File: src/inc/swire_host_defines.vh
`ifndef SWIRE_HOST_DEFINES_VH
`define SWIRE_HOST_DEFINES_VH
// -----------------------------------------------------------------------------
// Clock and link timing (microseconds and derived cycle counts at 100 MHz)
// -----------------------------------------------------------------------------
`define CLK_MHZ              100
`define RESET_LOW_US         480
`define RESET_HIGH_US        480
`define PRESENCE_SAMPLE_US   70
`define SLOT_US              70
`define LOW1_US              6
`define LOW0_US              65
`define SAMPLE_US            13
`define RECOVERY_US          2
`define PROG_PULSE_US        480
`define PROG_DELAY_US        5
`define US_TO_CYC(us)        ((us) * `CLK_MHZ)
`define CNT_W                16
// -----------------------------------------------------------------------------
// Protocol constants
// -----------------------------------------------------------------------------
`define CRC_POLY             16'hA001
`define CRC_INIT             16'h0000
`define HIGH_ADDR_MASK       8'h07
`define HIGH_ADDR_FORCE      8'hF8
`define FIFO_WIDTH           8
`define FIFO_DEPTH           32
`define FIFO_AW              5
`endif

File: src/byte_fifo.v
`timescale 1ns/1ps
`default_nettype none
module byte_fifo #(
  parameter WIDTH = 8,
  parameter DEPTH = 32,
  parameter AW    = 5
) (
  // Clock and reset
  input  wire             clock_i,
  input  wire             arst_n_i,
  // Fill side
  input  wire             in_valid_i,
  output wire             in_ready_o,
  input  wire [WIDTH-1:0] in_data_i,
  // Drain side
  output wire             out_valid_o,
  input  wire             out_ready_i,
  output wire [WIDTH-1:0] out_data_o
);
  localparam [AW:0] FULL_COUNT = DEPTH;

  reg [WIDTH-1:0] mem_r [0:DEPTH-1];
  reg [AW-1:0]    wr_ptr_r;
  reg [AW-1:0]    rd_ptr_r;
  reg [AW:0]      count_r;
  wire            push;
  wire            pop;

  assign in_ready_o  = (count_r != FULL_COUNT);
  assign out_valid_o = (count_r != {(AW+1){1'b0}});
  assign out_data_o  = mem_r[rd_ptr_r];
  assign push        = in_valid_i & in_ready_o;
  assign pop         = out_valid_o & out_ready_i;

  always @(posedge clock_i) begin
    if (push) begin
      mem_r[wr_ptr_r] <= in_data_i;
    end
  end

  always @(posedge clock_i or negedge arst_n_i) begin
    if (!arst_n_i) begin
      wr_ptr_r <= {AW{1'b0}};
      rd_ptr_r <= {AW{1'b0}};
      count_r  <= {(AW+1){1'b0}};
    end else begin
      if (push) begin
        wr_ptr_r <= wr_ptr_r + {{(AW-1){1'b0}}, 1'b1};
      end
      if (pop) begin
        rd_ptr_r <= rd_ptr_r + {{(AW-1){1'b0}}, 1'b1};
      end
      if (push & ~pop) begin
        count_r <= count_r + {{AW{1'b0}}, 1'b1};
      end else if (pop & ~push) begin
        count_r <= count_r - {{AW{1'b0}}, 1'b1};
      end
    end
  end
endmodule // byte_fifo
`default_nettype wire

File: src/swire_write_host.v
// Function
// - CRC mismatch never stops device; master decides to continue or abort
// - master waits reset-high interval of 480 us after reset
// - master samples read data late but inside the 15 us window
// - under low pull-up voltage master may set top address bits
// - after CRC confirmed master applies 480 us programming pulse
`timescale 1ns/1ps
`default_nettype none
`include "swire_host_defines.vh"
module swire_write_host #(
  parameter CYC_PER_US = `CLK_MHZ
) (
  // Clock and reset
  input  wire        clock_i,
  input  wire        arst_n_i,
  // Command
  input  wire        start_i,
  input  wire [7:0]  cmd_i,
  input  wire [15:0] addr_i,
  input  wire        low_pullup_supply_level_i,
  input  wire        abort_on_error_i,
  output wire        busy_o,
  output reg         done_o,
  output reg         presence_err_o,
  output reg         crc_err_o,
  // Data stream
  input  wire        data_valid_i,
  output wire        data_ready_o,
  input  wire [7:0]  data_i,
  // Single-wire line
  input  wire        line_i,
  output wire        line_o,
  output wire        line_oe_o,
  output reg         prog_en_o
);
  localparam [7:0] S_IDLE  = 8'h01;
  localparam [7:0] S_RST   = 8'h02;
  localparam [7:0] S_TX    = 8'h04;
  localparam [7:0] S_RX    = 8'h08;
  localparam [7:0] S_CHECK = 8'h10;
  localparam [7:0] S_PROG  = 8'h20;
  localparam [7:0] S_REC   = 8'h40;
  localparam [7:0] S_DONE  = 8'h80;

  // Reset high is counted from the release, so every count fits the counter
  localparam [15:0] RST_LOW_CYC  = `RESET_LOW_US * CYC_PER_US;
  localparam [15:0] RST_END_CYC  = `RESET_HIGH_US * CYC_PER_US;
  localparam [15:0] PRES_CYC     = `PRESENCE_SAMPLE_US * CYC_PER_US;
  localparam [15:0] SLOT_CYC     = (`SLOT_US + `RECOVERY_US) * CYC_PER_US;
  localparam [15:0] LOW1_CYC     = `LOW1_US * CYC_PER_US;
  localparam [15:0] LOW0_CYC     = `LOW0_US * CYC_PER_US;
  localparam [15:0] SAMPLE_CYC   = `SAMPLE_US * CYC_PER_US;
  localparam [15:0] PROG_CYC     = `PROG_PULSE_US * CYC_PER_US;
  localparam [15:0] PDLY_CYC     = `PROG_DELAY_US * CYC_PER_US;

  // ---------------------------------------------------------------------------
  // CRC helper
  // ---------------------------------------------------------------------------
  function [15:0] crc_bit;
    input [15:0] crc;
    input        b;
    begin
      crc_bit = (crc[0] ^ b) ? ((crc >> 1) ^ `CRC_POLY) : (crc >> 1);
    end
  endfunction

  // ---------------------------------------------------------------------------
  // State
  // ---------------------------------------------------------------------------
  reg [7:0]       state_r;
  reg [`CNT_W-1:0] cnt_r;
  reg [7:0]       sh_r;
  reg [3:0]       bit_r;
  reg [2:0]       phase_r;
  reg             first_r;
  reg [15:0]      addr_r;
  reg [15:0]      crc_r;
  reg [15:0]      rx_r;
  reg             drive_low_r;
  reg             seen_low_r;
  reg             take_r;

  wire       fifo_valid;
  wire [7:0] fifo_data;
  wire [7:0] high_sent = low_pullup_supply_level_i ? (addr_i[15:8] | `HIGH_ADDR_FORCE) : addr_i[15:8];
  wire [7:0] high_crc  = addr_i[15:8] & `HIGH_ADDR_MASK;
  wire [7:0] high_keep = `HIGH_ADDR_MASK;
  // Device clears the forced high-address bits before its CRC, so the host does too
  wire       crc_in    = (phase_r == 3'h2) ? (sh_r[0] & high_keep[bit_r[2:0]]) : sh_r[0];

  byte_fifo #(
    .WIDTH (`FIFO_WIDTH),
    .DEPTH (`FIFO_DEPTH),
    .AW    (`FIFO_AW)
  ) byte_fifo_inst (
    .clock_i     (clock_i),
    .arst_n_i    (arst_n_i),
    .in_valid_i  (data_valid_i),
    .in_ready_o  (data_ready_o),
    .in_data_i   (data_i),
    .out_valid_o (fifo_valid),
    .out_ready_i (take_r),
    .out_data_o  (fifo_data)
  );

  assign busy_o    = (state_r != S_IDLE);
  assign line_o    = 1'b0;
  assign line_oe_o = drive_low_r;

  // Phases of one write pass: 0 cmd, 1 addr low, 2 addr high, 3 data, then CRC read
  always @(posedge clock_i or negedge arst_n_i) begin
    if (!arst_n_i) begin
      state_r        <= S_IDLE;
      cnt_r          <= 16'h0000;
      sh_r           <= 8'h00;
      bit_r          <= 4'h0;
      phase_r        <= 3'h0;
      first_r        <= 1'b0;
      addr_r         <= 16'h0000;
      crc_r          <= `CRC_INIT;
      rx_r           <= 16'h0000;
      drive_low_r    <= 1'b0;
      seen_low_r     <= 1'b0;
      take_r         <= 1'b0;
      done_o         <= 1'b0;
      presence_err_o <= 1'b0;
      crc_err_o      <= 1'b0;
      prog_en_o      <= 1'b0;
    end else begin
      done_o <= 1'b0;
      take_r <= 1'b0;
      case (state_r)
        S_IDLE: begin
          drive_low_r <= 1'b0;
          if (start_i) begin
            presence_err_o <= 1'b0;
            crc_err_o      <= 1'b0;
            first_r        <= 1'b1;
            addr_r         <= {high_crc, addr_i[7:0]};
            crc_r          <= `CRC_INIT;
            seen_low_r     <= 1'b0;
            cnt_r          <= 16'h0000;
            drive_low_r    <= 1'b1;
            state_r        <= S_RST;
          end
        end
        S_RST: begin
          cnt_r <= cnt_r + 16'h0001;
          // Low phase and reset-high phase each count from zero
          if (drive_low_r && cnt_r == RST_LOW_CYC) begin
            drive_low_r <= 1'b0;
            cnt_r       <= 16'h0000;
          end
          if (!drive_low_r && cnt_r > PRES_CYC && cnt_r < RST_END_CYC && !line_i) begin
            seen_low_r <= 1'b1;
          end
          if (!drive_low_r && cnt_r == RST_END_CYC) begin
            if (!seen_low_r) begin
              presence_err_o <= 1'b1;
              state_r        <= S_DONE;
            end else begin
              phase_r <= 3'h0;
              sh_r    <= cmd_i;
              bit_r   <= 4'h0;
              cnt_r   <= 16'h0000;
              state_r <= S_TX;
            end
          end
        end
        S_TX: begin
          cnt_r <= cnt_r + 16'h0001;
          if (cnt_r == 16'h0000) begin
            if (phase_r == 3'h3 && bit_r == 4'h0 && !fifo_valid) begin
              cnt_r <= 16'h0000;               // Wait for data
            end else begin
              if (phase_r == 3'h3 && bit_r == 4'h0) begin
                sh_r <= fifo_data;
                take_r <= 1'b1;
                crc_r  <= crc_bit(crc_r, fifo_data[0]);
              end else begin
                crc_r <= crc_bit(crc_r, crc_in);
              end
              drive_low_r <= 1'b1;
            end
          end
          if (cnt_r == LOW1_CYC && sh_r[0]) drive_low_r <= 1'b0;
          if (cnt_r == LOW0_CYC) drive_low_r <= 1'b0;
          if (cnt_r == SLOT_CYC) begin
            cnt_r <= 16'h0000;
            sh_r  <= {1'b0, sh_r[7:1]};
            bit_r <= bit_r + 4'h1;
            if (bit_r == 4'h7) begin
              bit_r   <= 4'h0;
              phase_r <= phase_r + 3'h1;
              if (phase_r == 3'h0) sh_r <= addr_i[7:0];
              if (phase_r == 3'h1) sh_r <= high_sent;
              if (phase_r == 3'h3) state_r <= S_RX;
            end
          end
        end
        S_RX: begin
          cnt_r <= cnt_r + 16'h0001;
          if (cnt_r == 16'h0000) drive_low_r <= 1'b1;
          if (cnt_r == LOW1_CYC) drive_low_r <= 1'b0;
          if (cnt_r == SAMPLE_CYC) rx_r <= {line_i, rx_r[15:1]};
          if (cnt_r == SLOT_CYC) begin
            cnt_r <= 16'h0000;
            bit_r <= bit_r + 4'h1;
            if (bit_r == 4'hF) begin
              bit_r   <= 4'h0;
              state_r <= S_CHECK;
            end
          end
        end
        S_CHECK: begin
          cnt_r <= 16'h0000;
          if (~rx_r != crc_r) begin
            crc_err_o <= 1'b1;
            state_r   <= abort_on_error_i ? S_DONE : S_REC;
          end else begin
            state_r <= S_PROG;
          end
        end
        S_PROG: begin
          cnt_r <= cnt_r + 16'h0001;
          if (cnt_r == PDLY_CYC) prog_en_o <= 1'b1;
          if (cnt_r == PDLY_CYC + PROG_CYC) begin
            prog_en_o <= 1'b0;
            cnt_r     <= 16'h0000;
            state_r   <= S_REC;
          end
        end
        S_REC: begin
          // Device returns programmed byte; host skips it and reloads CRC state
          cnt_r <= cnt_r + 16'h0001;
          if (cnt_r == 16'h0000) drive_low_r <= 1'b1;
          if (cnt_r == LOW1_CYC) drive_low_r <= 1'b0;
          if (cnt_r == SLOT_CYC) begin
            cnt_r <= 16'h0000;
            bit_r <= bit_r + 4'h1;
            if (bit_r == 4'h7) begin
              bit_r   <= 4'h0;
              first_r <= 1'b0;
              addr_r  <= addr_r + 16'h0001;
              crc_r   <= addr_r + 16'h0001;
              phase_r <= 3'h3;
              if (fifo_valid) state_r <= S_TX;
              else state_r <= S_DONE;
            end
          end
        end
        S_DONE: begin
          drive_low_r <= 1'b0;
          prog_en_o   <= 1'b0;
          done_o      <= 1'b1;
          state_r     <= S_IDLE;
        end
        default: begin
          state_r <= S_IDLE;
        end
      endcase
    end
  end
endmodule // swire_write_host
`default_nettype wire

File: config.mk
export PLATFORM = sky130hd
export DESIGN_NAME = swire_write_host
export DESIGN_NICKNAME = d
export VERILOG_FILES = /design/src/byte_fifo.v /design/src/swire_write_host.v
export VERILOG_INCLUDE_DIRS = /design/src /design/src/inc
export SDC_FILE = /design/constraint.sdc
export NUM_CORES = 1
export LEC_CHECK = 0
export ABC_CLOCK_PERIOD_IN_PS = 4400
export BUFFER_PORTS_ARGS = -buffer_cell sky130_fd_sc_hd__buf_2
export CAP_MARGIN = 20
export CORE_ASPECT_RATIO = 1.75
export CORE_UTILIZATION = 60
export DETAILED_ROUTE_END_ITERATION = 6
export GPL_TIMING_DRIVEN = 0
export PLACE_DENSITY = 0.79
export SETUP_SLACK_MARGIN = 0.05
export SYNTH_ARGS = -nofsm -noshare
export SYNTH_HDL_FRONTEND = slang
export SYNTH_SLANG_ARGS = --single-unit
File: constraint.sdc
create_clock -name clock_i -period 4.4 [get_ports clock_i]
set_input_delay 0.22 -clock clock_i [delete_from_list [all_inputs] [get_ports clock_i]]
set_output_delay 0.22 -clock clock_i [all_outputs]
set_load 0.05 [all_outputs]
# == After elaboration in Yosys (flattened, before gate mapping) ==
# Memories as Yosys holds them, arrays and structs flattened.
# Cells that the tools add are included.
# classes
eq_ne,48
reduce_logical,41
n_lt_le_gt_ge,3
bitwise_logic,11
add_sub_neg,8
n_mux,91
# op_table
op,n
$mux W16,17
$mux W8,24
$pmux W16 S6,1
$pmux W8 S7,1
$pmux W16 S3,1
$ne A2 B2 Y1 const B,17
$add A16 B1 Y16 const B,2
$eq A16 B13 Y1 const B,2
$eq A16 B16 Y1 const B,2
$pmux W16 S2,1
$mux W1,24
$mux W4,6
$mux W3,6
$eq A16 B10 Y1 const B,1
$eq A16 B11 Y1 const B,1
$eq A16 B9 Y1 const B,1
$gt A16 B13 Y1 const B,1
$logic_not A16 Y1,1
$lt A16 B16 Y1 const B,1
$ne A16 B16 Y1,1
$not A16 Y16,1
$pmux W8 S2,1
$mux W6,2
$ne A3 B3 Y1 const B,4
other kinds (47),83
# totals
regBits,110
ramBits,256
word_cells,222
romBits,8
n_memories,2
input_bits,39
# mem_list
name,words,width,rd,rd_clocked_by_memory_dff,wr,line_no,rtl
byte_fifo_inst.mem_r,32,8,1,0,1,byte_fifo.v:22,reg [WIDTH-1:0] mem_r [0:DEPTH-1];
(no name shown),8,1,1,0,0,swire_write_host.v:89,wire crc_in = (phase_r == 3'h2) ? (sh_r[0] & high_keep[bit_r[2:0]]) : sh_r[0];

# == Depth between registers and ports, before layout ==
# depth
ltp_word,10
mapped_depth,15

# == Cells and area by module ==
# Synthesis repeated with hierarchy kept, for this count alone.
# unflattened
hier_cells,1231
area_unflattened_um2,16983.8
# modules_own_cells
module,area_per_inst_um2,n_inst,cells_each
byte_fifo,10946.7,1,559
swire_write_host,6037.0,1,672

# == Least setup slack after synthesis ==
# OpenSTA, ideal clock, no wires.
# synth_path
kind,register -> register
from,register byte_fifo_inst.count_r[0]
to,register byte_fifo_inst.count_r[5]
stages_incl_launch_ff,16
setup_time_ps,125
slack_ps,957
period_less_slack_ps,3443
arrival_ps,3318
path_cell_list,dfrtp_1 > or4_1 > nor2_1 > nand2_1 > and2_1 > clkbuf_1 > ha_1 > inv_1 > ha_1 > a21oi_1 > nand2_1 > a21o_1 > a21oi_1 > xnor2_1 > nor2_1 > xor2_1
# synth_between
elab_chain_cells,5
word_cells_on_any_way,13
cone_classes,2 x add/sub; 1 x eq/ne; 2 x mux; 6 x bitwise; 2 x reduce/logical
# synth_rtl
element,line_no,rtl
from (decl),byte_fifo.v:25,reg [AW:0] count_r;
from (signal assigned),byte_fifo.v:45,count_r <= {(AW+1){1'b0}};
from (signal assigned),byte_fifo.v:54,"count_r <= count_r + {{AW{1'b0}}, 1'b1};"
from (signal assigned),byte_fifo.v:56,"count_r <= count_r - {{AW{1'b0}}, 1'b1};"
$ne A6 B6 Y1 *,byte_fifo.v:29,assign in_ready_o = (count_r != FULL_COUNT);
named net data_ready_o,swire_write_host.v:28,"output wire data_ready_o,"
$and A1 B1 Y1 *,byte_fifo.v:32,assign push = in_valid_i & in_ready_o;
named net byte_fifo_inst.push,byte_fifo.v:26,wire push;
$not A1 Y1,byte_fifo.v:55,end else if (pop & ~push) begin
$and A1 B1 Y1,byte_fifo.v:55,
$reduce_bool A2 Y1 (no source line),-,
# The timed path passes the listed nets; every way through them passes the cells marked *. The select of a mux whose other input is x is not followed.
# A chain may end at the register's enable or synchronous reset.

# == Final worst setup path ==
# layout_path
from,register byte_fifo_inst.count_r[0]
to,register byte_fifo_inst.count_r[5]
# layout_between
elab_chain_cells,5
word_cells_on_any_way,13
cone_classes,2 x add/sub; 1 x eq/ne; 2 x mux; 6 x bitwise; 2 x reduce/logical
# layout_rtl
element
"parallel branches: the longest is 5 deep, another holds $sub A6 B1 Y6"
# Parallel ways; which one is timed is not known. The select of a mux whose other input is x is not followed.

==> reports/qor.yml <==
timing:
  fin_skew_ns: 0.0165
  period_needed_ns: 3.90
  slew_headroom_pct: 28.8
  final-hold-violation-count: 0
  rsz0062_at_grt: "false"
  max_freq_ghz: 0.257
  worst_slew_pin_slew_ns: 1.07
  timing.final.crit_share_pct: 88.6
  slew_violations: 0
  finalWorstSetupSlack_ns: 0.503
  setup_viol: 0
  fin_hold_ws_ns: 0.0146
  finalSetupTns_ns: 0
min_path:
  hold_path_end: "sh_r[4]"
  hold_depth: 3
  hold_class: "in2reg"
  hold_start: "cmd_i[4]"
finish:
  design_area_um2: 18400
  final_util_pct: 67.9
  diodes: 0
  stdcell_count: 1641
  final_nets: 1312
  areaGrowthSynthToFinish_pct: 11.6
  drive_gt1_share_pct: 18.6
logic_synthesis:
  ys.flop_type: "edfxtp_1"
  synth.top_cells.by_count: "edfxtp_1 (256), dfrtp_1 (109), nor2_1 (97)"
  synth_warnings: 0
  yosysMostFrequentCell: "edfxtp_1"
  syn_inst: 1149
  yosys_register_bits: 366
  yosysTopAreaCellShare_pct: 46.6
  synthArstFlopShare_pct: 30.1
  syn_area_per_cell_um2: 14.4
  synth-edff-count: 256
  seq_area_frac_synth_pct: 63.3
  netlist_area_um2: 16500
  synth.top_cells.by_area: "edfxtp_1 (47%), dfrtp_1 (17%), mux4_2 (10%)"
  yosysUniqueCellTypes: 84
  synth_area_leader_cell: "edfxtp_1"
  syn_nets: 1212
place:
  routabilityCongestion: 0.912
  placedCellCount: 1566
  hpwl_mm: 27.3
  port_buffers: 45
  place_area_um2: 17300
  pre_cts_slack_ns: 0.519
clock_network:
  clockBufferDepth: 3
  clk_pin_slew_ns: 0.07
  cts_root_buf: "clkbuf_16"
  tritoncts: "done"
  cts_max_level: 1
  clock_latency_ns: 0.58
  cts_setup_buffers: 0
  cts_sinks: 366
  cts_resized: 0
  cts_buffers: 31
grt:
  grt_max_degree: 62
  antenna_found_initial: 0
  grt_pass1_wl_mm: 60.1
  grt_usage_pct: 28.6
  first_global_vias: 10700
  grt-ovfl-total: 0
pwr:
  power_density_nw_per_um2: 477
  power_mw: 8.79
  ir_drop_mv: 0.371
  leakage_nw: 6.43
outcome:
  status: "finished, final reports clean"
worst_setup_path:
  cp_max_fo: 5
  required_ns: 4.85
  r2r_cells: 14
  r2r_start: "byte_fifo_inst.count_r[0]"
  r2r_setup_slack_ns: 0.50
  cp.arrival_ns: 4.34
  cp-start-kind: "flop"
  timing.rr.end: "byte_fifo_inst.count_r[5]"
  worstSetupEndpointType: "flop"
  crit_type: "reg2reg"
floorplan:
  std_cell_rows: 80
  chipWidth_um: 127
  die_area_um2: 28200
  die_h_um: 221
  core_area_um2: 27100
  io_pins: 47
  initial_core_util_pct: 60.8
flow_run:
  drv_cap: 0
route:
  vias: 10200
  remaining_drc_errors: 0
  ant_nets: 0
  wirelength_mm: 38.6
  routed_via_density: 6.21
  first_pass_iters: 5
  avgRoutedWirePerCell_um: 23.5
  drt_iter0_markers: 928
## how the worst max path moves through the flow
stage / startpoint / end / slack [ns] / depth (start not counted)
4_1_cts: byte_fifo_inst.count_r[0] / byte_fifo_inst.count_r[5] / 0.45 / 14
3_5_place_dp: byte_fifo_inst.count_r[0] / byte_fifo_inst.count_r[5] / 0.52 / 14
6_report: byte_fifo_inst.count_r[0] / byte_fifo_inst.count_r[5] / 0.50 / 14
2_1_floorplan: byte_fifo_inst.count_r[0] / byte_fifo_inst.count_r[5] / 0.96 / 15
3_3_place_gp: byte_fifo_inst.count_r[0] / byte_fifo_inst.count_r[5] / 0.51 / 14
5_1_grt: byte_fifo_inst.count_r[0] / byte_fifo_inst.count_r[5] / 0.22 / 14
## area by class of cell
class | instances | area (um2)
flip-flops and latches | 366 | 10400
fillers | 1831 | 8700
multi-input cells | 699 | 5710
clock buffers | 40 | 810
repair buffers | 67 | 480
well taps | 369 | 462
plain buffers | 59 | 265
clock inverters | 16 | 168
inverters | 25 | 93.8
## cells in the final DEF (no fill, tap or decap), types with 8 or more instances in the layout
master / count
inv_1: 24
mux4_2: 75
nor3_1: 11
o21ai_0: 49
nor4_1: 10
nand3_1: 20
ha_1: 23
a211oi_1: 19
and3_1: 8
clkbuf_1: 41
xor2_1: 13
a21oi_1: 51
buf_2: 58
dlygate4sd3_1: 18
a31oi_1: 8
mux2_2: 24
buf_1: 8
nor2_1: 97
clkbuf_16: 31
mux2i_1: 15
nand2_1: 87
edfxtp_1: 256
o21ai_1: 12
dfrtp_1: 109
or3_1: 10
nand4_1: 11
xnor2_1: 35
nor2b_1: 8
## logic make-up after synthesis
kind of cell             Yosys count  share of synthesized area (%)
XOR/XNOR                          48                           2.55
adder cells (fa/ha/maj)           24                           1.86
AND/OR/NAND/NOR                  317                           9.80
buffers and inverters             84                           2.18
AO/OA/AOI/OAI                    195                           7.55
flip-flops                       366                           63.3
other                              1                         0.0227
multiplexers                     114                           12.8
## worst max-delay path, cell delays in order (launching register included)
cell	delay, ns
dfrtp_1	0.42
or4_1	0.58
nor3_1	0.62
nor2b_1	0.27
inv_1	0.20
ha_1	0.26
inv_1	0.14
ha_1	0.32
a21oi_1	0.16
nand2_1	0.10
a21o_1	0.19
a21oi_1	0.17
xnor2_1	0.13
nor2_1	0.07
xor2_1	0.15
## state kept, by name (all words and copies together), names as in the netlist
signal and count:
byte_fifo_inst.mem_r 256, addr_r 16, cnt_r 16, crc_r 16, rx_r 16, sh_r 8
state_r 8, byte_fifo_inst.count_r 6, byte_fifo_inst.rd_ptr_r 5, byte_fifo_inst.wr_ptr_r 5, bit_r 4, phase_r 3
crc_err_o 1, done_o 1, line_oe_o 1, presence_err_o 1, prog_en_o 1, seen_low_r 1
take_r 1
## where the power goes
| part | internal [mW] | total [mW] | switching (mW) |
|---|---|---|---|
| Sequential | 4.04 | 4.28 | 0.244 |
| Clock | 1.48 | 2.69 | 1.21 |
| Combinational | 0.658 | 1.82 | 1.16 |
| Total | 6.18 | 8.79 | 2.61 |
## what timing repair did
item / CTS / global route
hold buffers: 18 / 0
endpoints found under the setup margin: 0 / 0
hold endpoints to repair: 78 / 0
## metal layers
metal,global-route usage [%],wire (um)
met1,32.6,13700
met2,52.4,21200
met3,3.43,1850
met4,14.2,1820
met5,0,0
No activity file was read; power rests on OpenSTA's default activity.
